$ cat src/verilog/dcrm_pkg.sv
package dcrm_pkg;

    localparam int ADDR_W = 4;
    localparam int DATA_W = 8;
    localparam int CHANNELS = 32;
    localparam int GROUP_W = 16;
    localparam int TIMERS = 3;
    localparam int COUNT_W = 16;
    localparam int SWITCH_W = 4;

    // byte offsets from the selected I/O base
    localparam logic [3:0] OFF_PORT_A = 4'h0;
    localparam logic [3:0] OFF_PORT_B = 4'h1;
    localparam logic [3:0] OFF_PORT_C = 4'h2;
    localparam logic [3:0] OFF_PORT_D = 4'h3;
    localparam logic [3:0] OFF_TIMER0 = 4'h4;
    localparam logic [3:0] OFF_TIMER1 = 4'h5;
    localparam logic [3:0] OFF_TIMER2 = 4'h6;
    localparam logic [3:0] OFF_CONTROL = 4'h7;
    localparam logic [3:0] OFF_BOARD_ID = 4'h8;
    localparam logic [3:0] OFF_READBACK_A = 4'h9;
    localparam logic [3:0] OFF_READBACK_B = 4'hA;
    localparam logic [3:0] OFF_READBACK_C = 4'hB;
    localparam logic [3:0] OFF_READBACK_D = 4'hC;

    // control byte field codes
    localparam logic [1:0] ACC_LATCH = 2'h0;
    localparam logic [1:0] ACC_LOW = 2'h1;
    localparam logic [1:0] ACC_HIGH = 2'h2;
    localparam logic [1:0] ACC_BOTH = 2'h3;
    localparam logic [1:0] SEL_ILLEGAL = 2'h3;

    localparam logic [31:0] DOUT_RESET = 32'h0000_0000;
    localparam logic [7:0] NO_DATA = 8'h00;
    localparam logic [15:0] GROUP_RESET = 16'h0000;
    localparam logic [15:0] COUNT_RESET = 16'h0000;

    typedef struct packed {
        logic [1:0] select;
        logic [1:0] access;
        logic [2:0] mode;
        logic bcd;
    } dcrm_ctrl_t;

    localparam dcrm_ctrl_t CTRL_RESET = 8'h10;

    typedef struct packed {
        logic wr;
        logic rd;
        logic [3:0] addr;
        logic [7:0] data;
    } dcrm_req_t;

    typedef struct packed {
        logic valid;
        logic [7:0] data;
    } dcrm_rsp_t;

    typedef enum logic [1:0] {
        PHASE_LOW = 2'b01,
        PHASE_HIGH = 2'b10
    } dcrm_phase_t;

endpackage

$ cat src/verilog/dcrm_strobe_latch.sv
`timescale 1ns/10ps
module dcrm_strobe_latch (
    input wire logic sys_clk,
    input wire logic reset,
    input wire logic [dcrm_pkg::GROUP_W-1:0] pinData,
    input wire logic pinStrobe,
    output logic [dcrm_pkg::GROUP_W-1:0] groupData
);
    import dcrm_pkg::*;

    logic [GROUP_W-1:0] dataMeta_reg;
    logic [GROUP_W-1:0] dataSync_reg;
    logic strobeMeta_reg;
    logic strobeSync_reg;

    always_ff @(posedge sys_clk) begin
        if (reset) begin
            dataMeta_reg <= GROUP_RESET;
            dataSync_reg <= GROUP_RESET;
            strobeMeta_reg <= 1'b1;
            strobeSync_reg <= 1'b1;
        end else begin
            dataMeta_reg <= pinData;
            dataSync_reg <= dataMeta_reg;
            strobeMeta_reg <= pinStrobe;
            strobeSync_reg <= strobeMeta_reg;
        end
    end

    // last sample taken while strobe was high is what stays held
    always_ff @(posedge sys_clk) begin
        if (reset) begin
            groupData <= GROUP_RESET;
        end else if (strobeSync_reg) begin
            groupData <= dataSync_reg;
        end
    end
endmodule

$ cat src/verilog/dcrm_top.sv
`timescale 1ns/10ps
// Behaviour
// - decode thirteen byte registers at offsets 0 to 12, ignore all others
// - offset 0 read returns input channels 0-7, bit n is channel n
// - offset 0 write sets output channels 0-7, bit n is channel n
// - offsets 1-3 read input channels 8-15, 16-23, 24-31, lowest in bit 0
// - offsets 1-3 write output channels 8-15, 16-23, 24-31, lowest in bit 0
// - offsets 4-6 move one count byte of timers 0-2, chosen by control byte
// - offset 7 takes control byte writes, nothing readable there
// - offset 8 reads board identifier, writes there do nothing
// - offsets 9-12 read back latched output bytes, read only
// - bit 0 is least significant, channels ascend from it
// - strobe high gives live inputs, falling edge latches group while low
// - identifier follows switches, switch on reads 1, default zero
module dcrm_top (
    input wire logic sys_clk,
    input wire logic reset,
    input wire dcrm_pkg::dcrm_req_t hostReq,
    output dcrm_pkg::dcrm_rsp_t hostRsp,
    input wire logic [dcrm_pkg::CHANNELS-1:0] digitalIn,
    input wire logic [1:0] inputStrobe,
    input wire logic [dcrm_pkg::SWITCH_W-1:0] boardIdSwitch,
    output logic [dcrm_pkg::CHANNELS-1:0] digitalOut,
    input wire logic [dcrm_pkg::TIMERS-1:0][dcrm_pkg::COUNT_W-1:0] timerLiveCount,
    output dcrm_pkg::dcrm_ctrl_t [dcrm_pkg::TIMERS-1:0] timerCtrl,
    output logic [dcrm_pkg::TIMERS-1:0] timerModeSet,
    output logic [dcrm_pkg::TIMERS-1:0][dcrm_pkg::COUNT_W-1:0] timerLoadValue,
    output logic [dcrm_pkg::TIMERS-1:0] timerLoadPulse
);
    import dcrm_pkg::*;

    logic [GROUP_W-1:0] groupLow;
    logic [GROUP_W-1:0] groupHigh;
    logic [SWITCH_W-1:0] switchMeta_reg;
    logic [SWITCH_W-1:0] switchSync_reg;
    logic writeHit;
    logic readHit;
    dcrm_ctrl_t ctrlByte;
    logic [TIMERS-1:0] countWrite;
    logic [TIMERS-1:0] countRead;
    logic [TIMERS-1:0] latchCmd;
    logic [TIMERS-1:0] modeCmd;
    logic [TIMERS-1:0][DATA_W-1:0] countReadByte;
    logic [DATA_W-1:0] readByte;

    // one latch per connector, each with its own strobe
    dcrm_strobe_latch lowGroup (
        .sys_clk(sys_clk),
        .reset(reset),
        .pinData(digitalIn[15:0]),
        .pinStrobe(inputStrobe[0]),
        .groupData(groupLow)
    );

    dcrm_strobe_latch highGroup (
        .sys_clk(sys_clk),
        .reset(reset),
        .pinData(digitalIn[31:16]),
        .pinStrobe(inputStrobe[1]),
        .groupData(groupHigh)
    );

    always_ff @(posedge sys_clk) begin
        if (reset) begin
            switchMeta_reg <= '0;
            switchSync_reg <= '0;
        end else begin
            switchMeta_reg <= boardIdSwitch;
            switchSync_reg <= switchMeta_reg;
        end
    end

    // offsets above 12 fall outside the block and are dropped
    assign writeHit = hostReq.wr && (hostReq.addr <= OFF_READBACK_D);
    assign readHit = hostReq.rd && (hostReq.addr <= OFF_READBACK_D);
    assign ctrlByte = hostReq.data;

    // output latches, bit n of each byte drives the nth channel of its group
    always_ff @(posedge sys_clk) begin
        if (reset) begin
            digitalOut <= DOUT_RESET;
        end else if (writeHit) begin
            case (hostReq.addr)
                OFF_PORT_A: digitalOut[7:0] <= hostReq.data;
                OFF_PORT_B: digitalOut[15:8] <= hostReq.data;
                OFF_PORT_C: digitalOut[23:16] <= hostReq.data;
                OFF_PORT_D: digitalOut[31:24] <= hostReq.data;
                default: digitalOut <= digitalOut;
            endcase
        end
    end

    generate
        for (genvar ch = 0; ch < TIMERS; ch++) begin : gTimer
            logic [COUNT_W-1:0] snapshot_reg;
            logic snapshotValid_reg;
            logic [DATA_W-1:0] loadLow_reg;
            dcrm_phase_t writePhase_reg;
            dcrm_phase_t readPhase_reg;
            logic [COUNT_W-1:0] readSource;
            logic readHigh;
            logic readDone;

            assign countWrite[ch] = writeHit && (hostReq.addr == OFF_TIMER0 + 4'(ch));
            assign countRead[ch] = readHit && (hostReq.addr == OFF_TIMER0 + 4'(ch));
            assign modeCmd[ch] = writeHit && (hostReq.addr == OFF_CONTROL)
                && (ctrlByte.select == 2'(ch)) && (ctrlByte.access != ACC_LATCH);
            assign latchCmd[ch] = writeHit && (hostReq.addr == OFF_CONTROL)
                && (ctrlByte.select == 2'(ch)) && (ctrlByte.access == ACC_LATCH);

            // a latched snapshot wins over the live count until fully read or a mode write clears it
            assign readSource = snapshotValid_reg ? snapshot_reg : timerLiveCount[ch];
            always_comb begin
                case (timerCtrl[ch].access)
                    ACC_HIGH: readHigh = 1'b1;
                    ACC_BOTH: readHigh = (readPhase_reg == PHASE_HIGH);
                    default: readHigh = 1'b0;
                endcase
            end
            assign countReadByte[ch] = readHigh ? readSource[15:8] : readSource[7:0];
            assign readDone = countRead[ch]
                && ((timerCtrl[ch].access != ACC_BOTH) || (readPhase_reg == PHASE_HIGH));

            always_ff @(posedge sys_clk) begin
                if (reset) begin
                    timerCtrl[ch] <= CTRL_RESET;
                    timerModeSet[ch] <= 1'b0;
                end else begin
                    timerModeSet[ch] <= modeCmd[ch];
                    if (modeCmd[ch]) begin
                        timerCtrl[ch] <= ctrlByte;
                    end
                end
            end

            // counter latch freezes the count; a second latch before the read is ignored
            always_ff @(posedge sys_clk) begin
                if (reset) begin
                    snapshot_reg <= COUNT_RESET;
                    snapshotValid_reg <= 1'b0;
                end else if (modeCmd[ch]) begin
                    snapshotValid_reg <= 1'b0;
                end else if (latchCmd[ch] && !snapshotValid_reg) begin
                    snapshot_reg <= timerLiveCount[ch];
                    snapshotValid_reg <= 1'b1;
                end else if (readDone) begin
                    snapshotValid_reg <= 1'b0;
                end
            end

            always_ff @(posedge sys_clk) begin
                if (reset) begin
                    readPhase_reg <= PHASE_LOW;
                end else if (modeCmd[ch]) begin
                    readPhase_reg <= PHASE_LOW;
                end else if (countRead[ch] && timerCtrl[ch].access == ACC_BOTH) begin
                    case (readPhase_reg)
                        PHASE_LOW: readPhase_reg <= PHASE_HIGH;
                        PHASE_HIGH: readPhase_reg <= PHASE_LOW;
                        default: readPhase_reg <= PHASE_LOW;
                    endcase
                end
            end

            // two-byte loads hand the count on only after the high byte
            always_ff @(posedge sys_clk) begin
                if (reset) begin
                    writePhase_reg <= PHASE_LOW;
                    loadLow_reg <= NO_DATA;
                    timerLoadValue[ch] <= COUNT_RESET;
                    timerLoadPulse[ch] <= 1'b0;
                end else begin
                    timerLoadPulse[ch] <= 1'b0;
                    if (modeCmd[ch]) begin
                        writePhase_reg <= PHASE_LOW;
                    end else if (countWrite[ch]) begin
                        case (timerCtrl[ch].access)
                            ACC_LOW: begin
                                timerLoadValue[ch] <= {8'h00, hostReq.data};
                                timerLoadPulse[ch] <= 1'b1;
                            end
                            ACC_HIGH: begin
                                timerLoadValue[ch] <= {hostReq.data, 8'h00};
                                timerLoadPulse[ch] <= 1'b1;
                            end
                            ACC_BOTH: begin
                                case (writePhase_reg)
                                    PHASE_LOW: begin
                                        loadLow_reg <= hostReq.data;
                                        writePhase_reg <= PHASE_HIGH;
                                    end
                                    PHASE_HIGH: begin
                                        timerLoadValue[ch] <= {hostReq.data, loadLow_reg};
                                        timerLoadPulse[ch] <= 1'b1;
                                        writePhase_reg <= PHASE_LOW;
                                    end
                                    default: writePhase_reg <= PHASE_LOW;
                                endcase
                            end
                            default: writePhase_reg <= writePhase_reg;
                        endcase
                    end
                end
            end
        end
    endgenerate

    // read data multiplexer
    always_comb begin
        case (hostReq.addr)
            OFF_PORT_A: readByte = groupLow[7:0];
            OFF_PORT_B: readByte = groupLow[15:8];
            OFF_PORT_C: readByte = groupHigh[7:0];
            OFF_PORT_D: readByte = groupHigh[15:8];
            OFF_TIMER0: readByte = countReadByte[0];
            OFF_TIMER1: readByte = countReadByte[1];
            OFF_TIMER2: readByte = countReadByte[2];
            OFF_BOARD_ID: readByte = {4'h0, switchSync_reg};
            OFF_READBACK_A: readByte = digitalOut[7:0];
            OFF_READBACK_B: readByte = digitalOut[15:8];
            OFF_READBACK_C: readByte = digitalOut[23:16];
            OFF_READBACK_D: readByte = digitalOut[31:24];
            default: readByte = NO_DATA;
        endcase
    end

    // every read gets an answer, out-of-range ones read as zero
    always_ff @(posedge sys_clk) begin
        if (reset) begin
            hostRsp <= '0;
        end else begin
            hostRsp.valid <= hostReq.rd;
            if (hostReq.rd) begin
                hostRsp.data <= readHit ? readByte : NO_DATA;
            end
        end
    end
endmodule

$ cat config.mk
export PLATFORM = sky130hd
export DESIGN_NAME = dcrm_top
export DESIGN_NICKNAME = d
export VERILOG_FILES = /design/src/verilog/dcrm_pkg.sv /design/src/verilog/dcrm_strobe_latch.sv /design/src/verilog/dcrm_top.sv
export SDC_FILE = /design/constraint.sdc
export NUM_CORES = 1
export LEC_CHECK = 0
export ABC_CLOCK_PERIOD_IN_PS = 3600
export BUFFER_PORTS_ARGS = -buffer_cell sky130_fd_sc_hd__buf_2
export CORE_UTILIZATION = 58
export CTS_CLUSTER_DIAMETER = 80
export DETAILED_ROUTE_END_ITERATION = 10
export HOLD_SLACK_MARGIN = 0.1
export PLACE_DENSITY = 0.82
export RECOVER_POWER = 50
export SYNTH_ARGS = -nofsm -noshare
export SYNTH_HDL_FRONTEND = slang
export SYNTH_SLANG_ARGS = --single-unit
$ cat constraint.sdc
create_clock -name sys_clk -period 3.6 [get_ports sys_clk]
set_input_delay 0.72 -clock sys_clk [delete_from_list [all_inputs] [get_ports sys_clk]]
set_output_delay 0.72 -clock sys_clk [all_outputs]
set_load 0.005 [all_outputs]
After elaboration in Yosys (flattened, before gate mapping) --
Index checks and enable logic that the tools add are counted.
Word-level totals: flip-flop bits (word level) 314, input port bits 102, output and inout bits 119
Operators by class: magnitude comparators 1, eq/ne operators 41, muxes and demuxes 35, bitwise logic cells 6, reduce and logical (&&, ||, !) cells 68
Operator list (count):
- 16-bit one-hot mux with 3 select lines | 3
- 16-bit 2-to-1 mux | 6
- 8-bit one-hot mux with 12 select lines | 1
- 8-bit 2-to-1 mux | 4
- 1-bit logical AND | 27
- 2-bit equality test, second input constant | 13
- 4-bit AND reduction | 6
- 2-bit by 1-bit equality test with 1-bit output, second input constant | 10
- 4-bit equality test, second input constant | 5
- 2-bit AND reduction | 10
- 4-bit by 3-bit equality test with 1-bit output, second input constant | 4
- 2-bit 2-to-1 mux | 6
- 1-bit one-hot mux with 2 select lines | 6
- 2-bit OR reduction | 6
- 1-bit 2-to-1 mux | 9
- 3-bit nonzero test | 3
- 3-bit OR reduction | 3
- 4-bit by 2-bit equality test with 1-bit output, second input constant | 2
- 2-bit nonzero test | 4
- 2-bit by 1-bit != test with 1-bit output, second input constant | 3
- 2-bit != test, second input constant | 3
- 1-bit inverter | 6
- 4-bit by 1-bit equality test with 1-bit output, second input constant | 1
- 4-bit less-or-equal comparator, second input constant | 1
- other kinds (4) | 9

Logic depth before layout (Yosys ltp) --
depth after elaboration 7, mapped depth 10, mapped depth without buffers 6

By module --
Synthesis repeated with hierarchy kept, for this count alone.
Unflattened totals: cell total of the unflattened synthesis 1292, area, all modules 12628.4 um2
By module, submodules not included:
- dcrm_top | times used 1, cells each 1046, area each 9650.5 um2
- dcrm_strobe_latch | times used 2, cells each 123, area each 1488.9 um2

Least setup slack after synthesis --
OpenSTA, ideal clock, no wires.
kind input-to-reg, from input port hostReq[9] (netlist name), to register timerLoadValue[6] (netlist name), setup time 0.132 ns, data arrival time 1.960 ns, required time 3.468 ns, slack 1.508 ns, stages 7, path buffers 2, cell sequence buf_4 > nor4b_4 > nand3b_2 > a21o_1 > buf_4 > a211oi_1 > nor3_1
On the way: cells in the longest elaborated chain, start to end 7
Ends and longest elaborated chain:
- start, declared | RTL line dcrm_top.sv:18 | input wire dcrm_pkg::dcrm_req_t hostReq,
- 4-bit less-or-equal comparator | RTL line dcrm_top.sv:74 | assign writeHit = hostReq.wr && (hostReq.addr <= OFF_READBACK_D);
- 1-bit logical AND | RTL line dcrm_top.sv:74
- 1-bit logical AND | RTL line dcrm_top.sv:106 | assign modeCmd[ch] = writeHit && (hostReq.addr == OFF_CONTROL)
- 1-bit logical AND (2 in a row) | RTL line dcrm_top.sv:107 | && (ctrlByte.select == 2'(ch)) && (ctrlByte.access != ACC_LATCH);
- 1-bit inverter (no source line)
- 4-bit AND reduction (no source line) (*)
- end signal, assigned by index | RTL line dcrm_top.sv:179 | timerLoadValue[ch] <= {8'h00, hostReq.data};
- end signal, assigned by index | RTL line dcrm_top.sv:183 | timerLoadValue[ch] <= {hostReq.data, 8'h00};
- end signal, assigned by index | RTL line dcrm_top.sv:193 | timerLoadValue[ch] <= {hostReq.data, loadLow_reg};
- end, declared | RTL line dcrm_top.sv:27 | output logic [dcrm_pkg::TIMERS-1:0][dcrm_pkg::COUNT_W-1:0] timerLoadValue,
Every way passes the cells marked *; elsewhere a longest branch is shown, timed or not. A chain may end at the register's enable or synchronous reset.

==> results.yml <==
global_routing:
  grt_pass1_vias: 9459
  antenna_found_initial: 3
  grtUsageTotal_pct: 28.2
  overflow: 0
  grt_pass1_wl_um: 49800
  grt_start_max_net_pins: 117
clock_network:
  cts_hold_buf: 0
  cts_resized: 0
  cts_made_buffers: 31
  cts_tree: "done"
  cts_sinks: 314
  cts_post_setup_buffers_inserted: 0
  htree_levels: 1
  cts.clk_slew.worst_paths_ps: 60
  clock_latency_ps: 550
  cts_root_buf: "clkbuf_16"
  clockBufferDepth: 3
worst_setup_path:
  start_kind: "input port"
  r2r-end: "hostRsp[0]"
  r2r_start: "timerCtrl[13]"
  r2r_setup_slack_ps: 930
  cpMaxStageDelayCell: "clkbuf_2"
  worstSetupEndpoint: "timerCtrl[11]"
  cp-startpoint: "reset"
  crit_arrival_ps: 3280
  required_ps: 4040
  crit_fanout: 92
  setup.worst_path.end_class: "register"
  path_cells: "clkbuf_2 -> inv_1 -> and3_1 -> a22o_1"
  slowest_delay_ps: 1380
  crit_type: "in -> reg"
  r2r_cells: 5
sta:
  fin_skew_ps: 8.36
  slew_headroom_pct: -32.6
  slew_violations: 92
  max_freq_mhz: 352
  fin_crit_sh_pct: 79.0
  rsz0062_at_grt: "false"
  worst_pin_slew_ps: 1990
  setup-tns-final_ps: 0
  finalSetupViolCount: 0
  fin_crit_ps: 2840
  hold_violations: 0
layout:
  syn_to_final_growth_pct: 15.1
  regArea_sq_mm: 0.00629
  fill_cells: 1757
  layout-drive-gt1-share_pct: 16.0
  multi_input_area_sq_mm: 0.00602
  fin_nets: 1600
routing:
  drtPass1Iterations: 6
  post_drt_wl_per_cell_um: 18.5
  vias: 10200
  wirelength_um: 33100
  drtIter0Drc: 741
  drcViolationCount: 0
  vias_per_cell: 5.71
  detail-route-antenna-nets: 0
pwr:
  power.total_mw: 7.09
  peakVddDrop_v: 0.000502
  power_density_mw_per_mm2: 477
  p_leak_nw: 6.39
job:
  maxCapViolCount: 1
outcome:
  status: "finished with violations"
  violations: "capacitance limit, slew limit"
logic_synthesis:
  async_flop_share_pct: 0
  synth-edff-count: 0
  synthMuxAreaShare_pct: 16.6
  synth_compound_area_share_pct: 9.89
  synth_fa_ha_area_share_pct: 1.63
  syn_avg_cell_area_sq_um: 9.77
  syn_nets: 1439
  yosys_warnings: 0
  synthSimpleGateAreaFrac_pct: 18.5
  netlist_area_sq_mm: 0.0129
  ys_seq_area_share_pct: 48.7
  synth_cells: 1321
  ys_ff_latch: 314
  ys.flop_type: "dfxtp_1"
  yosysUniqueCellTypes: 67
  synthXorXnorAreaFrac_pct: 0
  synth_top_family_by_area: "simple AND/OR/NAND/NOR gates"
floorplan:
  ios: 221
  row_count: 54
  core_sq_mm: 0.0218
  die_area_sq_mm: 0.0228
  fp.dieW_um: 151
  initial_core_util_pct: 59.1
  die_h_um: 151
placed_design:
  dp_hpwl_um: 22200
  portBuffers: 220
  gp_congestion: 0.945
min_path:
  worstHoldStart: "inputStrobe[1]"
  min_path_type: "in -> reg"
[area by class of cell]
| cell class | instances | area share [%] |
|---|---|---|
| sequential | 314 | 42.3 |
| multi-input combinational | 883 | 40.6 |
| timing repair buffer | 232 | 7.47 |
| clock buffer | 47 | 6.17 |
| tap | 280 | 2.36 |
| clock inverter | 8 | 0.514 |
| inverter | 20 | 0.506 |
| antenna | 4 | 0.0674 |
[metal layers]
layer  track usage [%]  part of all wire (%)  vias up
met3              4.61                   7.6      107
met5                 0                     0        -
met1              34.4                    41     4742
met2              47.8                    46      454
met4              14.6                   5.1        0
li1                  -                     -     4906
[layout by cell type (no fill, tap or decap), drive strengths merged, types with 6 or more instances in the layout]
cell,synthesis,final
nor3,33,33
clkbuf,57,122
mux2i,198,198
dfxtp,314,314
nor2b,82,82
and3,9,9
nor2,194,194
a22oi,9,9
nor3b,27,27
a211oi,28,28
nand3,40,40
clkinv,0,6
a21oi,50,50
inv,20,21
a31oi,14,14
o211ai,9,9
and2,8,8
nand2,50,50
buf,47,157
a22o,19,19
mux2,12,12
ha,16,16
o21ai,17,17
a21o,12,12
[report_power, final]
| part | leakage [nW] | internal, mW | switching [mW] |
|---|---|---|---|
| sequential | 2.55 | 3.54 | 0.0391 |
| combinational | 3.35 | 0.151 | 0.242 |
| clock | 0.492 | 1.82 | 1.30 |
| total | 6.39 | 5.51 | 1.58 |
[worst max-delay path: cells and delay by family]
family / cells / cell delay (ps)
buffers and inverters: 2 / 1860
AND/OR/NAND/NOR: 1 / 440
AO/OA/AOI/OAI: 1 / 220
[metrics by stage]
| stage | setup slack, ps | instances | cell area [sq um] | hold WS, ps | utilization [%] |
|---|---|---|---|---|---|
| floorplan | 1510 | 1321 | 12900 | 389 | - |
| global placement | 835 | 1729 | 13900 | 396 | 63.9 |
| detailed placement | 729 | 1729 | 13900 | 395 | 63.9 |
| CTS | 1050 | 1784 | 14900 | 330 | 68.5 |
| global route | 623 | 1787 | 14800 | 336 | 68.0 |
| finish | 756 | 1788 | 14800 | 349 | 68.0 |
[cells by family (layout without fill, tap and decap cells)]
kind of cell	Yosys count	after routing
simple gates	472	472
buf+inv	124	307
compound gates	183	183
other cells	0	4
flops	314	314
mux	211	211
fa+ha+maj	17	17
[Yosys cell counts, types with 16 or more instances]
master	instances	area [sq um]
o21ai_0	17	85.1
nand3_1	39	195
nand2_1	50	188
mux2i_1	198	1980
a211oi_1	28	210
nor3_1	32	160
nor2b_1	82	513
buf_2	28	140
nor3b_1	27	203
clkbuf_1	57	214
inv_1	20	75.1
a22o_1	19	166
a21oi_1	47	235
dfxtp_1	314	6290
nor2_1	191	717
ha_1	16	200
[worst min path at each step]
stage	to	cells after the start	slack, ps
2_1_floorplan	highGroup.strobeSync_reg	1	390
3_3_place_gp	highGroup.strobeSync_reg	1	400
3_5_place_dp	highGroup.strobeSync_reg	1	390
4_1_cts	highGroup.strobeMeta_reg	2	330
5_1_grt	highGroup.strobeMeta_reg	2	340
6_report	highGroup.strobeMeta_reg	2	350
(Power assumes the default switching activity.)
